===== src/core/pc_stack_pkg.sv =====
/*
 Constants for the program counter and return-address stack.
 Assumes a single core clock and an active-low asynchronous reset.
*/
package pc_stack_pkg;
   localparam int PC_W = 13;
   localparam int LOW_W = 8;
   localparam int UP_W = 5;
   localparam int JUMP_W = 11;
   localparam int PAGE_W = 2;
   localparam int DEPTH = 8;
   localparam int PTR_W = 3;
   localparam logic [PC_W-1:0] PC_RESET = 13'h0000;
   localparam logic [PTR_W-1:0] PTR_RESET = 3'h0;
   localparam logic [PTR_W-1:0] PTR_ONE = 3'h1;
   localparam logic [PC_W-1:0] PC_ONE = 13'h0001;
   localparam logic [UP_W-1:0] UP_RESET = 5'h00;
   localparam logic [PC_W-1:0] INT_VECTOR = 13'h0004;

   typedef enum logic [2:0] {
      ST_RUN = 3'b001,
      ST_PUSH = 3'b010,
      ST_POP = 3'b100
   } stack_op_e;
endpackage


===== src/core/program_counter_and_call_stack.sv =====
/*
 Program counter with software low byte, high latch and return stack.
 Assumes the execution logic asserts at most one control strobe per
 cycle, and that all strobes come from logic on sys_clk.
*/
`timescale 1ns/1ns
module program_counter_and_call_stack
   import pc_stack_pkg::*;
(
   // Clock and reset
   input wire logic sys_clk,
   input wire logic reset_n,
   // Sequencing
   input wire logic advance,
   // Software access to low byte and latch
   input wire logic low_byte_write,
   input wire logic add_to_register_op,
   input wire logic [LOW_W-1:0] low_byte_data,
   input wire logic latch_write,
   input wire logic [LOW_W-1:0] latch_data,
   // Branches
   input wire logic goto_op,
   input wire logic call_op,
   input wire logic [JUMP_W-1:0] jump_target,
   input wire logic interrupt_entry,
   // Returns
   input wire logic return_op,
   input wire logic return_with_literal_op,
   input wire logic return_from_interrupt_op,
   // State seen by the core
   output logic [PC_W-1:0] pc,
   output logic [LOW_W-1:0] pc_low_byte_reg,
   output logic [LOW_W-1:0] pc_high_latch,
   output logic pop_pending
);
   logic [PC_W-1:0] next_pc;
   logic [UP_W-1:0] pc_upper_bits;
   logic [PTR_W-1:0] sp;
   logic [PTR_W-1:0] sp_top;
   logic [PC_W-1:0] stack_rd;
   logic [PC_W-1:0] ret_addr;
   logic [PC_W-1:0] push_data;
   logic do_push;
   logic do_pop;
   logic any_ret;
   logic [LOW_W-1:0] sum_low;
   stack_op_e op;
   stack_op_e next_op;

   function automatic logic [PC_W-1:0] paged(
      input logic [LOW_W-1:0] latch,
      input logic [JUMP_W-1:0] tgt
   );
      paged = {latch[UP_W-1:UP_W-PAGE_W], tgt};
   endfunction

   assign pc_upper_bits = pc[PC_W-1:LOW_W];
   assign ret_addr = pc + PC_ONE;
   assign any_ret = return_op | return_with_literal_op |
                    return_from_interrupt_op;
   assign do_push = call_op | interrupt_entry;
   // Interrupt saves pc itself; it already names the next instruction
   assign push_data = interrupt_entry ? pc : ret_addr;
   assign do_pop = any_ret;
   // Add wraps within the byte; upper bits come from the latch
   assign sum_low = pc_low_byte_reg + low_byte_data;

   // Popped address arrives one cycle late from the registered store
   assign next_op = do_pop ? ST_POP : do_push ? ST_PUSH : ST_RUN;

   always_comb begin
      next_pc = pc;
      case (op)
         ST_POP: next_pc = stack_rd;
         default: begin
            if (interrupt_entry) begin
               next_pc = INT_VECTOR;
            end else if (call_op || goto_op) begin
               next_pc = paged(pc_high_latch, jump_target);
            end else if (add_to_register_op) begin
               next_pc = {pc_high_latch[UP_W-1:0], sum_low};
            end else if (low_byte_write) begin
               next_pc = {pc_high_latch[UP_W-1:0], low_byte_data};
            end else if (advance && !do_pop) begin
               next_pc = ret_addr;
            end
         end
      endcase
   end

   stack_pointer u_sp (
      .sys_clk(sys_clk),
      .reset_n(reset_n),
      .push(do_push),
      .pop(do_pop),
      .ptr(sp),
      .top(sp_top)
   );

   // Pointer lives only in u_sp; no software path reaches it
   return_stack_ram u_ram (
      .sys_clk(sys_clk),
      .reset_n(reset_n),
      .wr_en(do_push),
      .wr_addr(sp),
      .wr_data(push_data),
      .rd_addr(sp_top),
      .rd_data(stack_rd)
   );

   always_ff @(posedge sys_clk or negedge reset_n) begin
      if (!reset_n) begin
         pc <= PC_RESET;
         op <= ST_RUN;
      end else begin
         pc <= next_pc;
         op <= next_op;
      end
   end

   // Latch is touched only by software writes
   always_ff @(posedge sys_clk or negedge reset_n) begin
      if (!reset_n) begin
         pc_high_latch <= 8'h00;
      end else if (latch_write) begin
         pc_high_latch <= latch_data;
      end
   end

   // Low byte is also exposed on its own; upper bits are seen only through the full pc port
   assign pc_low_byte_reg = pc[LOW_W-1:0];
   assign pop_pending = op == ST_POP;

   // No overflow flag exists by design

   a_reset_upper_clear: assert property (
      @(posedge sys_clk) $rose(reset_n) |-> pc_upper_bits == UP_RESET
   ) else $error("upper bits not clear after reset");

   a_low_write_load: assert property (
      @(posedge sys_clk) disable iff (!reset_n)
      (low_byte_write && !add_to_register_op && !call_op && !goto_op &&
       !interrupt_entry && op != ST_POP)
      |=> pc == {$past(pc_high_latch[UP_W-1:0]), $past(low_byte_data)}
   ) else $error("low byte write did not load pc");

   a_call_page_sel: assert property (
      @(posedge sys_clk) disable iff (!reset_n)
      ((call_op || goto_op) && !interrupt_entry && op != ST_POP)
      |=> pc[PC_W-1:JUMP_W] == $past(pc_high_latch[UP_W-1:UP_W-PAGE_W])
   ) else $error("page bits wrong on branch");

   a_branch_low_bits: assert property (
      @(posedge sys_clk) disable iff (!reset_n)
      ((call_op || goto_op) && !interrupt_entry && op != ST_POP)
      |=> pc[JUMP_W-1:0] == $past(jump_target)
   ) else $error("branch target bits wrong");

   a_call_return_pair: assert property (
      @(posedge sys_clk) disable iff (!reset_n)
      (call_op && !interrupt_entry && op != ST_POP) ##1
      (return_op && !call_op && !interrupt_entry)
      |=> ##1 pc == $past(pc, 3) + PC_ONE
   ) else $error("return did not restore caller");

   a_push_moves_ptr: assert property (
      @(posedge sys_clk) disable iff (!reset_n)
      do_push |=> sp == $past(sp) + PTR_ONE
   ) else $error("push did not advance pointer");

   a_pop_wraps_ptr: assert property (
      @(posedge sys_clk) disable iff (!reset_n)
      (do_pop && !do_push && sp == PTR_RESET) |=> sp == 3'h7
   ) else $error("pop did not wrap pointer");

   a_latch_kept_ops: assert property (
      @(posedge sys_clk) disable iff (!reset_n)
      ((do_push || do_pop) && !latch_write) |=> $stable(pc_high_latch)
   ) else $error("stack op changed latch");

   a_add_no_carry: assert property (
      @(posedge sys_clk) disable iff (!reset_n)
      (add_to_register_op && !call_op && !goto_op && !interrupt_entry &&
       op != ST_POP)
      |=> pc[PC_W-1:LOW_W] == $past(pc_high_latch[UP_W-1:0])
   ) else $error("computed jump carried upward");

   a_add_low_sum: assert property (
      @(posedge sys_clk) disable iff (!reset_n)
      (add_to_register_op && !call_op && !goto_op && !interrupt_entry &&
       op != ST_POP)
      |=> pc[LOW_W-1:0] == $past(pc_low_byte_reg) + $past(low_byte_data)
   ) else $error("computed jump sum wrong");

   a_int_vector_load: assert property (
      @(posedge sys_clk) disable iff (!reset_n)
      (interrupt_entry && op != ST_POP) |=> pc == INT_VECTOR
   ) else $error("interrupt did not load vector");

   a_push_stores_ret: assert property (
      @(posedge sys_clk) disable iff (!reset_n)
      do_push |=> u_ram.mem[sp - PTR_ONE] == $past(push_data)
   ) else $error("push did not store return address");

   a_pop_loads_top: assert property (
      @(posedge sys_clk) disable iff (!reset_n)
      op == ST_POP |=> pc == $past(stack_rd)
   ) else $error("pop did not load stack top");

   a_ret_sets_pending: assert property (
      @(posedge sys_clk) disable iff (!reset_n)
      do_pop |=> pop_pending
   ) else $error("return did not raise pending");

   a_pending_clears: assert property (
      @(posedge sys_clk) disable iff (!reset_n)
      (pop_pending && !do_pop) |=> !pop_pending
   ) else $error("pending stuck high");

   // Return strobe must not let pc step before the popped value lands
   a_ret_holds_pc: assert property (
      @(posedge sys_clk) disable iff (!reset_n)
      (do_pop && op != ST_POP && !do_push && !goto_op &&
       !add_to_register_op && !low_byte_write)
      |=> $stable(pc)
   ) else $error("pc moved during return");

   a_advance_step: assert property (
      @(posedge sys_clk) disable iff (!reset_n)
      (advance && op != ST_POP && !do_pop && !do_push && !goto_op &&
       !add_to_register_op && !low_byte_write)
      |=> pc == $past(pc) + PC_ONE
   ) else $error("advance did not step pc");

   a_latch_write_load: assert property (
      @(posedge sys_clk) disable iff (!reset_n)
      latch_write |=> pc_high_latch == $past(latch_data)
   ) else $error("latch write lost");

   a_latch_hold: assert property (
      @(posedge sys_clk) disable iff (!reset_n)
      !latch_write |=> $stable(pc_high_latch)
   ) else $error("latch changed without write");

   a_pop_moves_ptr: assert property (
      @(posedge sys_clk) disable iff (!reset_n)
      (do_pop && !do_push) |=> sp == $past(sp) - PTR_ONE
   ) else $error("pop did not retreat pointer");

   a_ptr_idle_hold: assert property (
      @(posedge sys_clk) disable iff (!reset_n)
      (!do_push && !do_pop) |=> $stable(sp)
   ) else $error("pointer moved while idle");

   a_wrap_push_ptr: assert property (
      @(posedge sys_clk) disable iff (!reset_n)
      (do_push && sp == 3'h7) |=> sp == PTR_RESET
   ) else $error("push did not wrap pointer");

   a_reset_ptr_clear: assert property (
      @(posedge sys_clk) $rose(reset_n) |-> sp == PTR_RESET
   ) else $error("pointer not clear after reset");

   a_goto_no_push: assert property (
      @(posedge sys_clk) disable iff (!reset_n)
      (goto_op && !call_op && !interrupt_entry && !do_pop)
      |=> $stable(sp)
   ) else $error("goto moved the stack");

   c_call_seen: cover property (@(posedge sys_clk) call_op);
   c_return_seen: cover property (@(posedge sys_clk) op == ST_POP);
   c_wrap_push: cover property (
      @(posedge sys_clk) do_push && sp == 3'h7);
   c_int_entry: cover property (@(posedge sys_clk) interrupt_entry);
   c_pop_wrap: cover property (
      @(posedge sys_clk) do_pop && sp == PTR_RESET);
endmodule


===== src/core/return_stack_ram.sv =====
/*
 Eight-entry return-address store with registered read data.
 Assumes the caller supplies a valid pointer each cycle.
*/
`timescale 1ns/1ns
module return_stack_ram
   import pc_stack_pkg::*;
(
   // Clock and reset
   input wire logic sys_clk,
   input wire logic reset_n,
   // Write side
   input wire logic wr_en,
   input wire logic [PTR_W-1:0] wr_addr,
   input wire logic [PC_W-1:0] wr_data,
   // Read side
   input wire logic [PTR_W-1:0] rd_addr,
   output logic [PC_W-1:0] rd_data
);
   logic [PC_W-1:0] mem [DEPTH];

   // Storage has no reset; contents after reset are undefined
   always_ff @(posedge sys_clk) begin
      if (wr_en) begin
         mem[wr_addr] <= wr_data;
      end
   end

   always_ff @(posedge sys_clk or negedge reset_n) begin
      if (!reset_n) begin
         rd_data <= PC_RESET;
      end else begin
         rd_data <= mem[rd_addr];
      end
   end
endmodule


===== src/core/stack_pointer.sv =====
/*
 Circular three-bit stack pointer.
 Assumes push and pop are never requested together.
*/
`timescale 1ns/1ns
module stack_pointer
   import pc_stack_pkg::*;
(
   // Clock and reset
   input wire logic sys_clk,
   input wire logic reset_n,
   // Operations
   input wire logic push,
   input wire logic pop,
   // Pointer to next free slot and to top entry
   output logic [PTR_W-1:0] ptr,
   output logic [PTR_W-1:0] top
);
   logic [PTR_W-1:0] next_ptr;

   // Natural 3-bit overflow gives circular wrap both ways
   assign next_ptr = push ? ptr + PTR_ONE :
                     pop ? ptr - PTR_ONE : ptr;
   assign top = ptr - PTR_ONE;

   always_ff @(posedge sys_clk or negedge reset_n) begin
      if (!reset_n) begin
         ptr <= PTR_RESET;
      end else begin
         ptr <= next_ptr;
      end
   end
endmodule


===== config.mk =====
export PLATFORM = sky130hd
export DESIGN_NAME = program_counter_and_call_stack
export DESIGN_NICKNAME = d
export VERILOG_FILES = /design/src/core/pc_stack_pkg.sv /design/src/core/program_counter_and_call_stack.sv /design/src/core/return_stack_ram.sv /design/src/core/stack_pointer.sv
export SDC_FILE = /design/constraint.sdc
export NUM_CORES = 1
export LEC_CHECK = 0
export BUFFER_PORTS_ARGS = -buffer_cell sky130_fd_sc_hd__buf_2
export CORE_UTILIZATION = 61
export DETAILED_ROUTE_END_ITERATION = 10
export GPL_TIMING_DRIVEN = 1
export PLACE_DENSITY = 0.82
export SETUP_SLACK_MARGIN = 0.5
export SLEW_MARGIN = 20
export SYNTH_ARGS = -nofsm -noshare
export SYNTH_HDL_FRONTEND = slang
export SYNTH_SLANG_ARGS = --single-unit

===== constraint.sdc =====
create_clock -name sys_clk -period 4.7 [get_ports sys_clk]
set_input_delay 0.235 -clock sys_clk [delete_from_list [all_inputs] [get_ports sys_clk]]
set_output_delay 0.235 -clock sys_clk [all_outputs]
set_load 0.01 [all_outputs]

; Word-level counts from Yosys, hierarchy flattened
; Memory sizes are Yosys's and may differ from the RTL's. A register that Yosys moved wholly into a read port is not among the register bits.
; Index checks and enable logic that the tools add are counted.
[op_classes]
add_sub_neg = 4
eq_ne = 1
muxes = 13
bitwise = 3
reduce_logical = 6
[ops]
columns = cell, count
row1 = $mux 13, 7
row2 = $add 13x1->13 const B, 1
row3 = $mux 3, 3
row4 = $add 8x8->8, 1
row5 = $reduce_bool 6->1, 1
row6 = $add 3x1->3 const B, 1
row7 = $eq 3x3->1 const B, 1
row8 = $or 1x1->1, 3
row9 = $sub 3x1->3 const B, 1
row10 = $logic_not 1->1, 2
row11 = $mux 1, 2
row12 = $mux 2, 1
row13 = $reduce_bool 2->1, 1
row14 = $logic_and 1x1->1, 1
row15 = $logic_or 1x1->1, 1
[totals]
ff_bits = 27
ram_bits = 104
inputBits = 39
wordCells = 32
n_memories = 1
[memory_table]
columns = name, words, width, read_ports, rd_clocked_by_memory_dff, write_ports, line_no
row1 = u_ram.mem, 8, 13, 1, 1, 1, return_stack_ram.sv:20  ; logic [PC_W-1:0] mem [DEPTH];

; Logic depth before layout (Yosys ltp)
[depth]
word_depth = 10
mapped_depth = 8

; Cells and area by module
; A second synthesis with hierarchy kept.
[unflattened]
cells_unflattened = 434
hier_area_um2 = 6686.4
[modules_own_cells]
columns = module, instances, cells_each, area_per_inst_um2, seq_area_each_um2
row1 = return_stack_ram, 1, 176, 4380.5, 3448.3
row2 = program_counter_and_call_stack, 1, 240, 2110.8, 601.8
row3 = stack_pointer, 1, 18, 195.2, 75.1

; Worst setup path before layout
; OpenSTA, ideal clock, no wires.
[synth_path]
path_kind = reg2reg
from = register u_sp.ptr[0]
to = register u_ram.rd_data[0], read port of u_ram.mem
setup_time_ns = 0.125
arrival_time_ns = 2.493
required_time_ns = 4.575
setup_slack_ns = 2.083
stages_incl_launch_ff = 9
path_buffers = 4
synth_period_minus_slack_ns = 2.617
cell_sequence = dfrtp_1 > buf_2 > buf_1 > inv_1 > ha_1 > clkbuf_1 > buf_1 > mux4_2 > mux2_2
[synth_via]
elab_chain_len = 1
[synth_rtl]
columns = item, line_no
row1 = "start, declared", stack_pointer.sv:16  ; output logic [PTR_W-1:0] ptr,
row2 = "start signal, assigned", stack_pointer.sv:30  ; ptr <= next_ptr;
row3 = $sub 3x1->3, stack_pointer.sv:24  ; assign top = ptr - PTR_ONE;
row4 = "end, declared", return_stack_ram.sv:18  ; output logic [PC_W-1:0] rd_data
; Every way passes these cells.
; A chain may end at the register's enable or synchronous reset.

; Worst setup path in the final report
[layout_path]
from = register pc[0]
to = memory u_ram.mem[5][10] (data pin)
[layout_via]
elab_chain_len = 2
[layout_rtl]
columns = item, line_no
row1 = "start, declared", program_counter_and_call_stack.sv:31  ; output logic [PC_W-1:0] pc,
row2 = "start signal, assigned", program_counter_and_call_stack.sv:116  ; pc <= next_pc;
row3 = $add 13x1->13, program_counter_and_call_stack.sv:58  ; assign ret_addr = pc + PC_ONE;
row4 = $mux 13, program_counter_and_call_stack.sv:63  ; assign push_data = interrupt_entry ? pc : ret_addr;
row5 = named net push_data[10], program_counter_and_call_stack.sv:42  ; logic [PC_W-1:0] push_data;
row6 = "end, declared", return_stack_ram.sv:20
; The timed path passes the listed nets, and every way through them passes these cells.

==> flow_summary.json <==
{
  "yosysSeqAreaShare_pct": 62.6,
  "fillers": 600,
  "clk_latency_ns": 0.52,
  "avgSynthCellArea_um2": 14.8,
  "hold_viol": 0,
  "reg2reg_slack_ns": 1.83,
  "vias": 4366,
  "p_clk_share_pct": 25.0,
  "fin_util_pct": 74.3,
  "cp_cell_sequence": "ha_1 > nand2_1 > or3_1 > nor2_1 > nand3_1 > xnor2_1",
  "maxSlewHeadroom_pct": 37.3,
  "root_buffer": "clkbuf_8",
  "cts.sink_count": 144,
  "cp_slowest_stage_delay_ns": 0.66,
  "num_antenna_cells": 0,
  "ys.warnings.count": 0,
  "postCtsSetupRepairBufs": 0,
  "routed_wl_um": 15700,
  "post_cts_resized": 0,
  "finalMaxSlewViolations": 0,
  "p_leak_nw": 2.90,
  "drt-vias-per-instance": 6.53,
  "place_inst": 628,
  "drive_above_1_share_pct": 32.3,
  "initial_core_util_pct": 63.3,
  "critical_path_class": "reg -> reg",
  "synth_edf_count": 104,
  "io_pins": 69,
  "cp_num_buf_inv": 0,
  "die_w_um": 106,
  "fin_nets": 570,
  "grt_usage_pct": 30.0,
  "drc_errors": 0,
  "htreeDepth": 4,
  "synthTopCellsByArea": "edfxtp_1 47%, dfrtp_1 15%, mux4_2 8.9%",
  "power_density_mw_per_mm2": 684,
  "post-route-min-period_ns": 2.87,
  "rows": 37,
  "drt_iter0_markers": 428,
  "dr.pass1.iters": 5,
  "post-route-period-util_pct": 61.1,
  "synthDistinctLibCells": 64,
  "switching_power_w": 0.00174,
  "skew_ns": 0.00887,
  "timing.fmax_ghz": 0.348,
  "dp_hpwl_um": 9700,
  "yosys.area.top_type_share_pct": 47.4,
  "clockBufferDepth": 2,
  "sequentialPowerShare_pct": 42.3,
  "die_area_mm2": 0.0112,
  "yosysTopAreaCell": "edfxtp_1",
  "slowest_stage": "xnor2_1",
  "wl_per_cell_um": 23.5,
  "rsz0062_at_grt": "false",
  "routabilityCongestion": 0.945,
  "p_sw_share_pct": 32.9,
  "grt_pass1_wl_um": 24000,
  "hold_buffers": 9,
  "ant_nets": 0,
  "worstMarginPinSlew_ns": 0.941,
  "hp-class": "in -> reg",
  "stdcell_count": 669,
  "drv_cap": 0,
  "grt_max_degree": 41,
  "crit_arrival_ns": 3.08,
  "globalRouteOverflowTotal": 0,
  "outcome": "completed",
  "antenna_found_initial": 0,
  "grt_pass1_vias": 4343,
  "endpoint_kind": "flip-flop",
  "startpoint_type": "flip-flop",
  "async_flop_share_pct": 27.8,
  "vdd_drop_max_v": 0.000446,
  "ys.flop_type": "edfxtp_1",
  "syn_area_mm2": 0.00659,
  "crit_path_max_fanout": 10,
  "ys_ff_latch": 144,
  "synthCells": 445,
  "setup_viol": 0,
  "numCtsBuffers": 17,
  "syn_nets": 495,
  "cp_top_family": "simple AND/OR/NAND/NOR gates",
  "regArea_mm2": 0.00413,
  "coreArea_mm2": 0.0104,
  "share_comb_of_total_power_pct": 32.6,
  "area_growth_pct": 17.5,
  "die_h_um": 106,
  "cts_tree": "yes",
  "io_buffers": 68,
  "path_clk_slew_ns": 0.06,
  "worstPathRequired_ns": 4.90,
  "multi_input_area_mm2": 0.00232,
  "intPower_w": 0.00355,
  "finalSetupTns_ns": 0
}
power groups by stage:
stage	sequential, W	combinational (W)	clock [W]
final	0.00224	0.00173	0.00133
after detailed placement	0.00224	0.00168	0
after floorplan	0.00205	0.00134	0
after CTS	0.00223	0.00173	0.00134
after global placement	0.00221	0.00160	0
after global routing	0.00228	0.00185	0.00139
worst min-delay path, cell delays in order:
cell	delay, ns
buf_2	0.09
a211oi_1	0.06
a21oi_1	0.14
final cells by class:
cell class / instances / share of cell area [%]
repair buffers: 87 / 6.53
clock inverters: 7 / 0.889
inverters: 5 / 0.243
multi-input cells: 265 / 30.0
flip-flops and latches: 144 / 53.4
clock buffers: 25 / 6.82
well taps: 136 / 2.20
state kept, by name (all words and copies together) (netlist names):
signal and cells:
pc 13, u_sp.ptr 3, op 3, u_ram.rd_data 13
u_ram.mem 104, pc_high_latch 8
logic make-up after synthesis:
family | Yosys count | share of synthesized area [%]
AOI/OAI and AO/OA | 71 | 7.18
xor gates and xnor gates | 27 | 3.59
adders and majority gates | 11 | 2.20
buffers and inverters | 36 | 2.64
DFF | 144 | 62.6
muxes | 51 | 13.1
and+or+nand+nor | 105 | 8.66
synth_stat cells (all sizes together) (2+ instances only):
master	instances
and3	3
nor2	25
buf	20
o21ai	16
or2	3
nor4b	2
or4	2
xnor2	16
mux2i	2
a2111oi	2
a211oi	5
a21o	6
xor2	11
o22ai	3
nor4	6
a22oi	3
or3	3
nand3	10
and2	2
edfxtp	104
dfrtp	39
nand4	3
nor3b	2
nand2b	3
inv	5
and4	2
a21oi	15
o221ai	2
mux4	26
o311ai	2
a221oi	2
mux2	23
a211o	2
nand2	27
o21a	3
clkbuf	11
ha	10
nor3	8
layer usage:
layer | wire length (um) | global-route usage, %
met1 | 6240 | 38.9
met4 | 765 | 17.4
met5 | 0 | 0
met3 | 1070 | 6.56
met2 | 7640 | 47.3
placed cells by master, fill, tap and decap left out, types with 4 or more instances in the layout:
| cell type | netlist | final |
|---|---|---|
| a21oi_1 | 15 | 15 |
| dfrtp_1 | 39 | 38 |
| mux2_2 | 23 | 23 |
| inv_1 | 5 | 5 |
| xor2_1 | 11 | 11 |
| xnor2_1 | 16 | 16 |
| nand2_1 | 27 | 27 |
| ha_1 | 10 | 9 |
| buf_2 | 7 | 68 |
| a211oi_1 | 5 | 5 |
| a21o_1 | 6 | 6 |
| nor3_1 | 8 | 4 |
| clkbuf_16 | 0 | 19 |
| dlygate4sd3_1 | 0 | 9 |
| o21ai_0 | 15 | 15 |
| nor2_1 | 24 | 24 |
| nand3_1 | 10 | 10 |
| edfxtp_1 | 104 | 104 |
| mux4_2 | 26 | 26 |
| nor3_2 | 0 | 4 |
| buf_4 | 8 | 10 |
metrics by stage:
stage / hold slack (ns) / power, W / worst slack, ns / area [um^2]
6_report: 0.0470 / 0.00529 / 1.83 / 7740
2_1_floorplan: -0.0606 / 0.00339 / 2.08 / 6590
4_1_cts: 0.0242 / 0.00530 / 1.47 / 7730
3_3_place_gp: 0.434 / 0.00380 / 1.68 / 7050
3_5_place_dp: 0.441 / 0.00392 / 1.53 / 7050
5_1_grt: 0.0422 / 0.00552 / 1.75 / 7740
final timing paths:
| kind | startpoint | to | cells after the start |
|---|---|---|---|
| max | pc[0]$_DFFE_PN0P_ | u_ram.mem[5][10]$_DFFE_PP_ | 6 |
| min | jump_target[2] | pc[2]$_DFFE_PN0P_ | 3 |
| max reg2reg | pc[0]$_DFFE_PN0P_ | u_ram.mem[5][10]$_DFFE_PP_ | 6 |
| min reg2reg | u_ram.rd_data[10]$_DFF_PN0_ | pc[10]$_DFFE_PN0P_ | 2 |
| max in group asynchronous | reset_n | u_sp.ptr[0]$_DFFE_PN0N_ | 2 |
| min in group asynchronous | reset_n | u_ram.rd_data[4]$_DFF_PN0_ | 2 |
No activity file was read; power rests on OpenSTA's default activity.
